### config.mk
export PLATFORM = sky130hd
export DESIGN_NAME = sswl_top
export DESIGN_NICKNAME = d
export VERILOG_FILES = /design/src/sswl_pkg.sv /design/src/sswl_sync.sv /design/src/sswl_top.sv
export SDC_FILE = /design/constraint.sdc
export NUM_CORES = 1
export LEC_CHECK = 0
export ABC_AREA = 1
export BUFFER_PORTS_ARGS = -buffer_cell sky130_fd_sc_hd__clkbuf_2
export CAP_MARGIN = 40
export CORE_UTILIZATION = 25
export CTS_BUF_LIST = sky130_fd_sc_hd__clkbuf_4 sky130_fd_sc_hd__clkbuf_8 sky130_fd_sc_hd__clkbuf_16
export CTS_CLUSTER_DIAMETER = 40
export CTS_CLUSTER_SIZE = 14
export DETAILED_ROUTE_END_ITERATION = 12
export HOLD_SLACK_MARGIN = 0.06
export PLACE_DENSITY = 0.47
export SETUP_SLACK_MARGIN = 0.4
export SLEW_MARGIN = 20
export SYNTH_ARGS = -nofsm -noshare
export SYNTH_HDL_FRONTEND = slang
export SYNTH_SLANG_ARGS = --single-unit
### constraint.sdc
create_clock -name ref_clk_i -period 4.2 [get_ports ref_clk_i]
set_clock_uncertainty 0.05 [all_clocks]
set_input_delay 0.84 -clock ref_clk_i [delete_from_list [all_inputs] [get_ports ref_clk_i]]
set_output_delay 0.84 -clock ref_clk_i [all_outputs]
set_load 0.02 [all_outputs]
### src/sswl_pkg.sv
package sswl_pkg;
  localparam int unsigned WORD_W = 32;
  localparam int unsigned CNT_W = 6;
  localparam int unsigned SEL_W = 3;
  localparam int unsigned LATCH_N = 6;
  localparam logic [SEL_W-1:0] SEL_LAST = 3'h0;
  localparam logic [SEL_W-1:0] SEL_FIRST = 3'h5;
  localparam logic [WORD_W-1:0] LATCH_RST = 32'h0000_0000;
  localparam logic [CNT_W-1:0] CNT_FULL = 6'h20;
  localparam logic [CNT_W-1:0] CNT_ZERO = 6'h00;
  localparam logic [SEL_W-1:0] SEL_ZERO = 3'h0;
  localparam logic [SEL_W-1:0] SEL_ONE = 3'h1;
  typedef enum logic [2:0] {
    SSWL_WAIT_FIRST = 3'b001,
    SSWL_WAIT_NEXT = 3'b010,
    SSWL_ACTIVE = 3'b100
  } sswl_init_t;
endpackage

### src/sswl_sync.sv
`timescale 1ns/1ns
module sswl_sync (
  input wire logic ref_clk_i,
  input wire logic rst_n_i,
  input wire logic ce_i,
  input wire logic async_i,
  output logic sync_o
);
  logic meta_r;
  // first stage feeds only the second stage
  always_ff @(posedge ref_clk_i or negedge rst_n_i) begin
    if (!rst_n_i) begin
      meta_r <= 1'b0;
      sync_o <= 1'b0;
    end else if (ce_i) begin
      meta_r <= async_i;
      sync_o <= meta_r;
    end
  end
endmodule

### src/sswl_top.sv
`timescale 1ns/1ns
module sswl_top
  import sswl_pkg::*;
(
  input wire logic ref_clk_i,
  input wire logic rst_n_i,
  input wire logic ce_i,
  input wire logic ser_clk_i,
  input wire logic ser_data_i,
  input wire logic load_strobe_i,
  input wire logic chip_power_enable_i,
  input wire logic lock_detect_i,
  input wire logic status_sel_lock_i,
  output logic multiplexed_status_out_o,
  output logic output_active_o,
  output logic [sswl_pkg::WORD_W-1:0] ctrl_word_0_o,
  output logic [sswl_pkg::WORD_W-1:0] ctrl_word_1_o,
  output logic [sswl_pkg::WORD_W-1:0] ctrl_word_2_o,
  output logic [sswl_pkg::WORD_W-1:0] ctrl_word_3_o,
  output logic [sswl_pkg::WORD_W-1:0] ctrl_word_4_o,
  output logic [sswl_pkg::WORD_W-1:0] ctrl_word_5_o,
  output logic load_pulse_o
);
  import sswl_pkg::*;

  // ==========================================================
  // pin synchronisers
  logic clk_s, dat_s, le_s, le_n_s, pwr_s, lock_s;
  logic [4:0] raw_in, sync_out;
  // strobe synced inverted: its reset level then matches the idle-high pin, no false load after reset
  assign raw_in = {ser_clk_i, ser_data_i, !load_strobe_i, chip_power_enable_i, lock_detect_i};
  assign {clk_s, dat_s, le_n_s, pwr_s, lock_s} = sync_out;
  assign le_s = !le_n_s;

  genvar gi;
  generate
    for (gi = 0; gi < 5; gi++) begin : g_sync
      sswl_sync u_sync (
        .ref_clk_i(ref_clk_i),
        .rst_n_i(rst_n_i),
        .ce_i(ce_i),
        .async_i(raw_in[gi]),
        .sync_o(sync_out[gi])
      );
    end
  endgenerate

  // ==========================================================
  // edge detection
  logic clk_d_r, le_d_r;
  always_ff @(posedge ref_clk_i or negedge rst_n_i) begin
    if (!rst_n_i) begin
      clk_d_r <= 1'b0;
      le_d_r <= 1'b1;
    end else if (ce_i) begin
      clk_d_r <= clk_s;
      le_d_r <= le_s;
    end
  end
  logic clk_rise, le_rise;
  assign clk_rise = clk_s && !clk_d_r;
  assign le_rise = le_s && !le_d_r;

  // ==========================================================
  // shift register
  logic [WORD_W-1:0] shift_r;
  logic [CNT_W-1:0] cnt_r;
  always_ff @(posedge ref_clk_i or negedge rst_n_i) begin
    if (!rst_n_i) begin
      shift_r <= LATCH_RST;
    end else if (ce_i && clk_rise) begin
      shift_r <= {shift_r[WORD_W-2:0], dat_s};
    end
  end

  // bit count only for diagnostics; a short word still loads what was shifted
  always_ff @(posedge ref_clk_i or negedge rst_n_i) begin
    if (!rst_n_i) begin
      cnt_r <= CNT_ZERO;
    end else if (ce_i) begin
      if (le_rise) begin
        cnt_r <= CNT_ZERO;
      end else if (clk_rise && !le_s && cnt_r != CNT_FULL) begin
        cnt_r <= cnt_r + 6'h01;
      end
    end
  end

  function automatic logic [SEL_W-1:0] sel_of(input logic [WORD_W-1:0] w);
    sel_of = w[SEL_W-1:0];
  endfunction

  // ==========================================================
  // latches, written only on strobe rise
  logic [WORD_W-1:0] latch_r [LATCH_N];
  logic [SEL_W-1:0] sel;
  assign sel = sel_of(shift_r);
  generate
    for (gi = 0; gi < LATCH_N; gi++) begin : g_latch
      always_ff @(posedge ref_clk_i or negedge rst_n_i) begin
        if (!rst_n_i) begin
          latch_r[gi] <= LATCH_RST;
        end else if (ce_i && le_rise && sel == SEL_W'(gi)) begin
          latch_r[gi] <= shift_r;
        end
      end
    end
  endgenerate
  assign ctrl_word_0_o = latch_r[0];
  assign ctrl_word_1_o = latch_r[1];
  assign ctrl_word_2_o = latch_r[2];
  assign ctrl_word_3_o = latch_r[3];
  assign ctrl_word_4_o = latch_r[4];
  assign ctrl_word_5_o = latch_r[5];

  always_ff @(posedge ref_clk_i or negedge rst_n_i) begin
    if (!rst_n_i) begin
      load_pulse_o <= 1'b0;
    end else if (ce_i) begin
      load_pulse_o <= le_rise && sel < SEL_W'(LATCH_N);
    end
  end

  // ==========================================================
  // power-up sequence tracker
  sswl_init_t st_r;
  logic [SEL_W-1:0] expect_r;
  always_ff @(posedge ref_clk_i or negedge rst_n_i) begin
    if (!rst_n_i) begin
      st_r <= SSWL_WAIT_FIRST;
      expect_r <= SEL_FIRST;
    end else if (ce_i && le_rise) begin
      case (st_r)
        SSWL_WAIT_FIRST: begin
          if (sel == SEL_FIRST) begin
            st_r <= SSWL_WAIT_NEXT;
            expect_r <= SEL_FIRST - SEL_ONE;
          end
        end
        SSWL_WAIT_NEXT: begin
          if (sel != expect_r) begin
            // out of order restarts the sequence
            st_r <= SSWL_WAIT_FIRST;
            expect_r <= SEL_FIRST;
          end else if (expect_r == SEL_LAST) begin
            st_r <= SSWL_ACTIVE;
          end else begin
            expect_r <= expect_r - SEL_ONE;
          end
        end
        SSWL_ACTIVE: begin
          st_r <= SSWL_ACTIVE;
        end
        default: begin
          st_r <= SSWL_WAIT_FIRST;
          expect_r <= SEL_FIRST;
        end
      endcase
    end
  end

  // ==========================================================
  // outputs; no serial read path exists
  always_ff @(posedge ref_clk_i or negedge rst_n_i) begin
    if (!rst_n_i) begin
      output_active_o <= 1'b0;
      multiplexed_status_out_o <= 1'b0;
    end else if (ce_i) begin
      output_active_o <= (st_r == SSWL_ACTIVE) && pwr_s;
      multiplexed_status_out_o <= status_sel_lock_i && lock_s;
    end
  end
endmodule

==> impl_metrics.csv, run 1 <==
group,metric,value,unit
sta,fin_crit_sh,54.28,%
global_route,first_global_vias,6488,
setup_path,cp_slowest_stage_delay,610,ps
detailed_routing,routedWlPerCell,14.97,um
power,p_per_area,599.0,nW/um^2
setup_path,cp_max_fo,32,
floorplan,die_w,191.8,um
setup_path,reg2reg_slack,2100,ps
place,gp_congestion,0.7183,
logic_synthesis,synth_top_area_share,66.97,%
sta,setup_violations,0,
clocking,clkSinkCount,245,
floorplan,core.rowCount,69,
sta,setup_tns,0,ps
clocking,cts_resized,0,
logic_synthesis,synth_commonest_cells,"nand2_1, dfrtp_1, o21ai_0",
setup_path,worst_setup_path_end_kind,"register",
clocking,cts_root_buffer,"clkbuf_16",
power,peakVddDrop,0.3705,mV
setup_path,critPathKind,"primary input to register",
clocking,htreeDepth,2,
clocking,tritoncts,"built",
final_layout,layout-drive-gt1-share,28.53,%
logic_synthesis,syn_area_per_cell,10.26,um^2
detailed_routing,drtIter0Drc,402,
logic_synthesis,yosysTopAreaCell,"dfrtp_1",
global_route,grt_usage,13.35,%
logic_synthesis,yosysMostFrequentCell,"nand2_1",
run_status,status,"finished, final reports clean",
floorplan,fp.dieH,191.8,um
detailed_routing,viasPerCell,4.147,
setup_path,start_kind,"primary input",
global_route,overflow,0,
floorplan,io_pins,204,
detailed_routing,drt-pass1-iter-count,5,
floorplan,core,35480,um^2
place,place_area,10580,um^2
setup_path,r2r-start,"shift_r[0]$_DFFE_PN0P_",
logic_synthesis,yosysSeqAreaShare,68.14,%
logic_synthesis,yosys_warnings,0,
clocking,cts_buffers,46,
sta,period_needed,2280,ps
sta,drv_slew,0,
sta,rsz0062_at_grt,"no",
setup_path,crit_arrival,2650,ps
logic_synthesis,ys_types,30,
detailed_routing,totalWireLength,23.87,mm
place,hpwl,15.48,mm
setup_path,crit_required,4570,ps
final_layout,area_delta_synth_final,35.39,%
sta,relSlewSlack,40.34,%
sta,fmax,0.4387,GHz
logic_synthesis,async_reset_ff_share,100.0,%
clocking,cts-hold-fix-buffers,0,
worst_hold_path,hold_class,"primary input to asynchronous set/reset pin",
sta,hold-worst-slack,335.8,ps
place,io_buffers,203,
power,leakage,6.000,nW
detailed_routing,vias,6610,
setup_path,cp_num_buf_inv,2,
final_layout,fin_nets,1107,
setup_path,worst_path_max_delay_cell,"nand3_2",
global_route,grt_max_degree,117,
logic_synthesis,syn_nets,889,
clocking,insertion_delay,550,ps
setup_path,r2r_end,"ctrl_word_5_o[19]$_DFFE_PN0P_",
global_route,grt_pass1_wl,37.86,mm
setup_path,cp_cell_sequence,"clkbuf_2 -> nand2_4 -> nor2_8 -> nand3_2 -> buf_12 -> nand2_1 -> o21ai_1",
floorplan,dieArea,36780,um^2
floorplan,initial_core_util,25.38,%
logic_synthesis,synthesis.area,9005,um^2
logic_synthesis,syn-instance-count,878,
setup_path,critPathTopFamily,"simple AND/OR/NAND/NOR gates",
final_layout,stdcell_area,12190,um^2
clocking,postCtsSetupRepairBufs,0,
logic_synthesis,synth-edff-count,0,
detailed_routing,drc,0,
logic_synthesis,yosys_most_used_dff,"dfrtp_1",
logic_synthesis,ys_ff_latch,245,
clocking,path_clk_slew,50,ps
global_route,antenna_found_initial,0,
logic_synthesis,synth_area_leaders,"dfrtp_1, nand2_1, o21ai_0",
sta,tightest_slew,894.9,ps
job,cap_violations,0,
sta,hold_viol_final,0,
detailed_routing,postRouteAntennaNets,0,
setup_path,r2r_cells,6,
clocking,cts_max_path_buffers,3,
-- report_power, final --
part	total [mW]	switching [mW]	internal [mW]
Clock	3.78	1.28	2.50
Combinational	0.827	0.585	0.242
Sequential	2.70	0.132	2.56
Total	7.30	1.99	5.31
-- worst max-delay path by stage --
stage,start,to,slack (ps),depth (start not counted)
after CTS,ce_i,ctrl_word_5_o[19]$_DFFE_PN0P_,1910,7
after global routing,ce_i,ctrl_word_5_o[19]$_DFFE_PN0P_,1740,7
final,ce_i,ctrl_word_5_o[19]$_DFFE_PN0P_,1920,7
after global placement,ce_i,ctrl_word_3_o[23]$_DFFE_PN0P_,1300,5
after floorplan,ce_i,ctrl_word_4_o[21]$_DFFE_PN0P_,2280,8
after detailed placement,ce_i,ctrl_word_5_o[23]$_DFFE_PN0P_,1310,7
-- through the flow --
step / util (%) / power (mW) / setup slack [ps] / instances
2_1_floorplan: - / 3.250 / 2282 / 878
4_1_cts: 34.35 / 7.446 / 1911 / 1593
3_5_place_dp: 29.80 / 3.587 / 1315 / 1509
3_3_place_gp: 29.58 / 3.563 / 1297 / 1505
5_1_grt: 34.35 / 7.673 / 1742 / 1593
6_report: 34.36 / 7.303 / 1920 / 1594
-- layer usage --
layer | up-vias | part of all wire [%] | global-route usage [%]
li1 | 3295 | - | -
met1 | 3090 | 47 | 18.18
met2 | 178 | 43 | 19.51
met3 | 47 | 7.3 | 4.769
met4 | 0 | 2.2 | 4.457
met5 | - | 0 | 0
-- cells by family (layout without fill, tap and decap cells) --
| kind of cell | after synthesis | count (layout) | share of synthesized area, % |
|---|---|---|---|
| other cells | 0 | 1 | 0 |
| compound gates | 218 | 218 | 12.16 |
| buf+inv | 109 | 363 | 5.252 |
| xor+xnor | 1 | 1 | 0.09728 |
| simple gates | 303 | 303 | 14.08 |
| flops | 245 | 245 | 68.14 |
| fa+ha+maj | 2 | 2 | 0.2778 |
-- registers in the layout, indices dropped and copies added (netlist names) --
register                  count
clk_d_r                       1
ctrl_word_0_o                32
ctrl_word_1_o                32
ctrl_word_2_o                32
ctrl_word_3_o                32
ctrl_word_4_o                32
ctrl_word_5_o                32
expect_r                      3
g_sync.u_sync.meta_r          5
g_sync.u_sync.sync_o          5
le_d_r                        1
load_pulse_o                  1
multiplexed_status_out_o      1
output_active_o               1
shift_r                      32
st_r                          3
-- final cells by class --
type                    instances  area (um^2)
fillers                      3614        23290
flip-flops and latches        245         6136
multi-input cells             524         2427
clock buffers                  58         1331
repair buffers                216         1199
well taps                     461        576.8
clock inverters                26        282.8
inverters                      63        236.5
diodes                          1        2.502
-- layout by cell type, fill, tap and decap left out, drive strengths merged, types with 2 or more instances in the layout --
cell / Yosys / routed
nand3: 12 / 12
ha: 2 / 2
clkbuf: 32 / 260
inv: 63 / 69
nor2: 18 / 18
o21ai: 216 / 216
dfstp: 4 / 4
clkinvlp: 0 / 2
or2: 5 / 5
nand4: 4 / 4
bufinv: 0 / 4
clkinv: 0 / 14
buf: 14 / 14
dfrtp: 241 / 241
nand2: 261 / 261
-- worst register-to-register path, cell delays in order (launching register included) --
cell     delay, ps
dfrtp_1        460
inv_2          150
nor2_2         160
nand3_2        600
buf_12         430
nand2_1         80
o21ai_1         60
Note: power is estimated with default switching activity, not from simulation.
==> inputs of run 2 (changes only) <==
- clock period: 4.2 -> 2.1 ns (I/O delays scaled with it)
==> run 2 against run 1 <==
Largest power group unchanged. Cell area up 1.5%. Core utilization up 0.51 points. Clock-buffer cell count up 2. Critical path depth down 1. Clock power up 91%. Critical endpoint is now ctrl_word_5_o[2]$_DFFE_PN0P_. Sequential power up 99%. Power up 97%. Die area unchanged. Setup slack worse by 1500 ps. Sequential share of layout area down 0.72 points. Combinational power up 120%. Final cell count up 1.1%.
==> impl_metrics.csv, run 2 (synthesis gave the netlist of run 1 again) <==
group,metric,value,unit
sta,hold-worst-slack,122.5,ps
setup_path,worst_setup_path_end_kind,"register",
power,p_per_area,1162,nW/um^2
floorplan,die_w,191.8,um
power,power_frac_clock,50.3,%
sta,fin_ws,444.3,ps
setup_path,r2r-start,"le_d_r$_DFFE_PN1P_",
power,p_sw,3.896,mW
sta,period_needed,1656,ps
floorplan,core,35480,um^2
sta,relSlewSlack,62.60,%
detailed_routing,routedWlPerCell,14.91,um
final_layout,area_delta_synth_final,37.39,%
detailed_routing,drtIter0Drc,348,
place,post-place-ws,301.1,ps
power,p_sw_share,27.10,%
setup_path,cp_max_fo,33,
global_route,grt_max_degree,65,
clocking,cts_max_path_buffers,3,
sta,fmax,0.6040,GHz
worst_hold_path,min_from,"ce_i",
detailed_routing,totalWireLength,24.03,mm
sta,setup_tns,0,ps
clocking,cts_root_buffer,"clkbuf_16",
place,io_buffers,203,
place,place_area,10740,um^2
floorplan,io_pins,204,
power,power.total,14.38,mW
global_route,overflow,0,
final_layout,stdcell_area,12370,um^2
final_layout,n_fill_cell,3616,
sta,tightest_slew,556.7,ps
setup_path,crit_arrival,2020,ps
clocking,insertion_delay,530,ps
floorplan,dieArea,36780,um^2
setup_path,reg2reg_slack,440,ps
global_route,use_met2,20.69,%
global_route,first_global_vias,6802,
clocking,path_clk_slew,50,ps
global_route,grt_most_used_layer,"met2",
power,p_seq_share,37.4,%
global_route,antenna_found_initial,0,
worst_hold_path,hold_class,"primary input to register",
sta,fin_crit_sh,78.84,%
sta,drv_slew,0,
worst_hold_path,min_delay_path_depth,3,
power,p_comb_share,12.4,%
detailed_routing,viasPerCell,4.211,
setup_path,r2r_end,"ctrl_word_5_o[2]$_DFFE_PN0P_",
setup_path,start_kind,"register",
power,leakage,6.078,nW
global_route,grtUsageMet1,17.97,%
detailed_routing,vias,6784,
final_layout,layout-drive-gt1-share,29.13,%
detailed_routing,drt-pass1-iter-count,5,
final_layout,mostFrequentLayoutCells,"nand2_1, dfrtp_1, clkbuf_2, o21ai_0, o21ai_1",
detailed_routing,postRouteAntennaNets,0,
place,gp_congestion,0.7059,
setup_path,critPathKind,"register to register",
sta,rsz0062_at_grt,"yes",
setup_path,crit_required,2460,ps
floorplan,core.rowCount,69,
detailed_routing,drc,0,
floorplan,initial_core_util,25.38,%
sta,hold_viol_final,0,
power,intPower,10.48,mW
global_route,use_met3,3.673,%
run_status,status,"finished, final reports clean",
clocking,clkSinkCount,245,
final_layout,fin_nets,1126,
final_layout,layout_commonest_cell,"nand2_1",
clocking,tritoncts,"built",
clocking,htreeDepth,2,
job,cap_violations,0,
place,hpwl,15.54,mm
clocking,cts_buffers,43,
final_layout,num_antenna_cells,0,
floorplan,fp.dieH,191.8,um
setup_path,r2r_cells,6,
worst_hold_path,hold_end,"le_d_r$_DFFE_PN1P_",
global_route,grt_pass1_wl,38.57,mm
sta,setup_violations,0,
global_route,grt_usage,13.40,%
power,peakVddDrop,0.6513,mV
run 2: cell count changes in the layout (fill, tap and decap cells not counted), sizes merged:
| cell | before | now |
|---|---|---|
| clkinvlp | 2 | 4 |
| clkinv | 14 | 10 |
| inv | 69 | 65 |
| dlygate4sd3 | 0 | 7 |
| clkbuf | 260 | 262 |
| buf | 14 | 29 |
| diode | 1 | 0 |
run 2: how the worst max path moves through the flow:
stage          depth (start not counted)  slack [ps]                                start                       endpoint
2_1_floorplan                          8         600                                 ce_i  ctrl_word_4_o[21]$_DFFE_PN0P_
3_3_place_gp                           7         320                                 ce_i  ctrl_word_4_o[23]$_DFFE_PN0P_
3_5_place_dp                           7         300                                 ce_i  ctrl_word_4_o[24]$_DFFE_PN0P_
4_1_cts                                6         450                   le_d_r$_DFFE_PN1P_   ctrl_word_5_o[2]$_DFFE_PN0P_
5_1_grt                                8         360  g_sync[2].u_sync.sync_o$_DFFE_PN0P_        expect_r[0]$_DFFE_PN1P_
6_report                               6         440                   le_d_r$_DFFE_PN1P_   ctrl_word_5_o[2]$_DFFE_PN0P_
run 2: worst max-delay path: stages (launching register included):
cell     delay, ps
dfstp_2        580
nor2_8          80
buf_4          160
nand3_2        100
buf_12         200
inv_1           80
or2_2          270
run 2: power by group through the flow:
stage,Combinational (mW),Clock (mW),Sequential [mW]
CTS,1.82,7.42,5.37
detailed placement,1.80,0,5.45
global placement,1.79,0,5.43
floorplan,0.798,0,5.70
global route,2.02,7.63,5.42
finish,1.78,7.23,5.37
run 2: repair_timing:
item	4_1_cts	5_1_grt
pin swaps	0	0
resized for setup	1	3
endpoints found under the setup margin	2	23
endpoints found under the hold margin	51	0
setup buffers	1	1
hold buffers	7	0
run 2: per-layer routing:
layer  wire length [um]  share of wire [%]
met1              11080                 46
met2              10900                 45
met4                515                2.1
met3               1537                6.4
met5                  0                  0
run 2: final cells by class:
cell class,instances,area [um^2],share of cell area (%)
clock buffers,60,1290,10.43
clock inverters,20,247.7,2.002
inverters,63,236.5,1.911
multi-input cells,524,2432,19.66
flip-flops and latches,245,6137,49.61
well taps,461,576.8,4.662
repair buffers,238,1451,11.73
run 2: stage by stage:
step	cells	util (%)
after floorplan	878	-
after global placement	1522	30.25
after detailed placement	1522	30.25
after CTS	1610	34.82
after global routing	1611	34.87
final	1611	34.87
==> inputs of run 3 (changes only) <==
- clock period: 2.1 -> 1.6 ns (I/O delays scaled with it)
==> run 3 against run 2 <==
Power up 39%. Clock power up 27%. Core utilization up 8.0 points. Die area unchanged. Fmax increased by 6.4%. Sequential share of layout area down 9.2 points. Non-clock buffer count increased by 109.
==> impl_metrics.csv, run 3 (synthesis gave the netlist of run 1 again) <==
group,metric,value,unit
power,intPower,14.28,mW
power,peakVddDrop,0.9034,mV
clocking,cts-hold-fix-buffers,7,
clocking,path_clk_slew,50,ps
clocking,insertion_delay,550,ps
sta,setup_tns,0,ps
power,p_comb_share,18.5,%
setup_path,cp_slowest_stage_delay,380,ps
detailed_routing,drtIter0Drc,410,
final_layout,n_fill_cell,3353,
place,gp_congestion,0.7397,
power,leakage,7.208,nW
global_route,grt_max_degree,65,
clocking,cts_root_buffer,"clkbuf_16",
final_layout,layout-drive-gt1-share,45.74,%
floorplan,core.rowCount,69,
setup_path,start_kind,"register",
power,p_seq_share,35.6,%
floorplan,fp.dieH,191.8,um
sta,rsz0062_at_grt,"yes",
detailed_routing,routedWlPerCell,16.89,um
detailed_routing,totalWireLength,29.03,mm
final_layout,area_delta_synth_final,68.88,%
detailed_routing,wl_met3,1.398,mm
power,p_sw,5.726,mW
sta,hold_viol_final,0,
place,io_buffers,203,
final_layout,num_antenna_cells,0,
setup_path,worst_path_max_delay_cell,"dfrtp_1",
global_route,antenna_found_initial,0,
worst_hold_path,hold_class,"primary input to register",
sta,fmax,0.6425,GHz
floorplan,die_w,191.8,um
power,power.total,20.01,mW
job,cap_violations,0,
setup_path,cp_num_buf_inv,4,
setup_path,crit_arrival,1910,ps
setup_path,cp_max_fo,10,
setup_path,cp_cell_sequence,"inv_2 -> nand2_4 -> nor2_8 -> buf_6 -> nand4_4 -> buf_12 -> clkbuf_16 -> nand2_2 -> o21ai_2",
setup_path,critPathTopFamily,"buffers and inverters",
detailed_routing,met1_length,13.26,mm
detailed_routing,drt-pass1-iter-count,5,
sta,relSlewSlack,61.95,%
setup_path,worst_setup_path_end_kind,"register",
detailed_routing,wl_met2,13.80,mm
sta,setup_violations,0,
sta,tightest_slew,566.4,ps
setup_path,crit_required,1950,ps
detailed_routing,routed.top_layer,"met4",
final_layout,mostFrequentLayoutCells,"dfrtp_1, nand2_1, o21ai_1, clkbuf_2",
power,p_sw_share,28.62,%
run_status,status,"finished, final reports clean",
global_route,first_global_vias,7007,
detailed_routing,viasPerCell,4.331,
place,hpwl,16.87,mm
power,power_frac_clock,45.9,%
detailed_routing,vias,7440,
global_route,grt_pass1_wl,41.46,mm
clocking,cts_max_path_buffers,3,
sta,hold-worst-slack,9.367,ps
detailed_routing,drc,0,
clocking,htreeDepth,2,
floorplan,io_pins,204,
detailed_routing,postRouteAntennaNets,0,
setup_path,critPathKind,"register to register",
clocking,cts_buffers,43,
sta,period_needed,1557,ps
final_layout,layout_commonest_cell,"dfrtp_1",
floorplan,initial_core_util,25.38,%
floorplan,core,35480,um^2
floorplan,dieArea,36780,um^2
global_route,overflow,0,
sta,fin_crit_sh,97.28,%
global_route,grt_usage,14.88,%
final_layout,fin_nets,1235,
clocking,tritoncts,"built",
power,p_per_area,1316,nW/um^2
clocking,clkSinkCount,245,
sta,drv_slew,0,
==> run 3: cell types whose count changed in the layout (fill, tap and decap cells not counted), moves of 51 or more <==
cell and change:
clkbuf_8 +69, clkbuf_2 -108, o21ai_0 -93, nand2_1 -73
o21ai_1 +51, buf_4 +65
==> run 3: final timing paths <==
kind / depth (start not counted) / end / slack, ps / start
setup / recovery: 9 / ctrl_word_0_o[14]$_DFFE_PN0P_ / 40 / g_sync[2].u_sync.sync_o$_DFFE_PN0P_
hold / removal: 3 / le_d_r$_DFFE_PN1P_ / 9 / ce_i
setup reg to reg: 9 / ctrl_word_0_o[14]$_DFFE_PN0P_ / 40 / g_sync[2].u_sync.sync_o$_DFFE_PN0P_
hold reg to reg: 1 / ctrl_word_1_o[0]$_DFFE_PN0P_ / 420 / ctrl_word_1_o[0]$_DFFE_PN0P_
max in group asynchronous: 3 / ctrl_word_4_o[24]$_DFFE_PN0P_ / 670 / rst_n_i
min in group asynchronous: 2 / ctrl_word_3_o[7]$_DFFE_PN0P_ / 180 / rst_n_i
==> run 3: power by group through the flow <==
stage	clock network [mW]	logic [mW]	registers [mW]
global placement	0	2.46	7.18
global route	9.70	4.05	7.19
CTS	9.39	3.28	7.10
detailed placement	0	2.47	7.20
finish	9.18	3.71	7.13
floorplan	0	1.23	7.50
==> run 3: stage by stage <==
stage | util, % | instances | cell area, um^2 | worst slack [ps]
2_1_floorplan | - | 878 | 9185 | 246.2
3_3_place_gp | 30.52 | 1524 | 10830 | 84.30
3_5_place_dp | 30.52 | 1524 | 10830 | 48.79
4_1_cts | 39.45 | 1679 | 14000 | 80.25
5_1_grt | 42.86 | 1718 | 15210 | -14.71
6_report | 42.86 | 1718 | 15210 | 43.49
==> run 3: what timing repair did <==
| action | in CTS | in global routing |
|---|---|---|
| pin swaps | 6 | 17 |
| gates resized for setup | 224 | 271 |
| gates cloned | 8 | 12 |
| endpoints found under the hold margin | 248 | 1 |
| setup endpoints to repair | 393 | 396 |
| buffers inserted | 62 | 27 |
==> run 3: routing by layer <==
metal  vias to the layer above  track usage [%]
met1                      3652            20.04
met3                        36            3.399
li1                       3560                -
met5                         -                0
met2                       192            23.26
met4                         0            5.403
==> run 3: worst min-delay path, delay by kind of cell <==
kind / cells / cell delay, ps
buf+inv: 1 / 120
simple gates: 2 / 150
==> run 3: layout make-up <==
type | count | area (um^2) | share of cell area (%)
clock buffers | 51 | 1161 | 7.635
clock inverters | 27 | 305.3 | 2.008
inverters | 63 | 281.5 | 1.851
multi-input cells | 524 | 3010 | 19.80
flip-flops and latches | 245 | 6138 | 40.37
well taps | 461 | 576.8 | 3.793
repair buffers | 347 | 3734 | 24.55
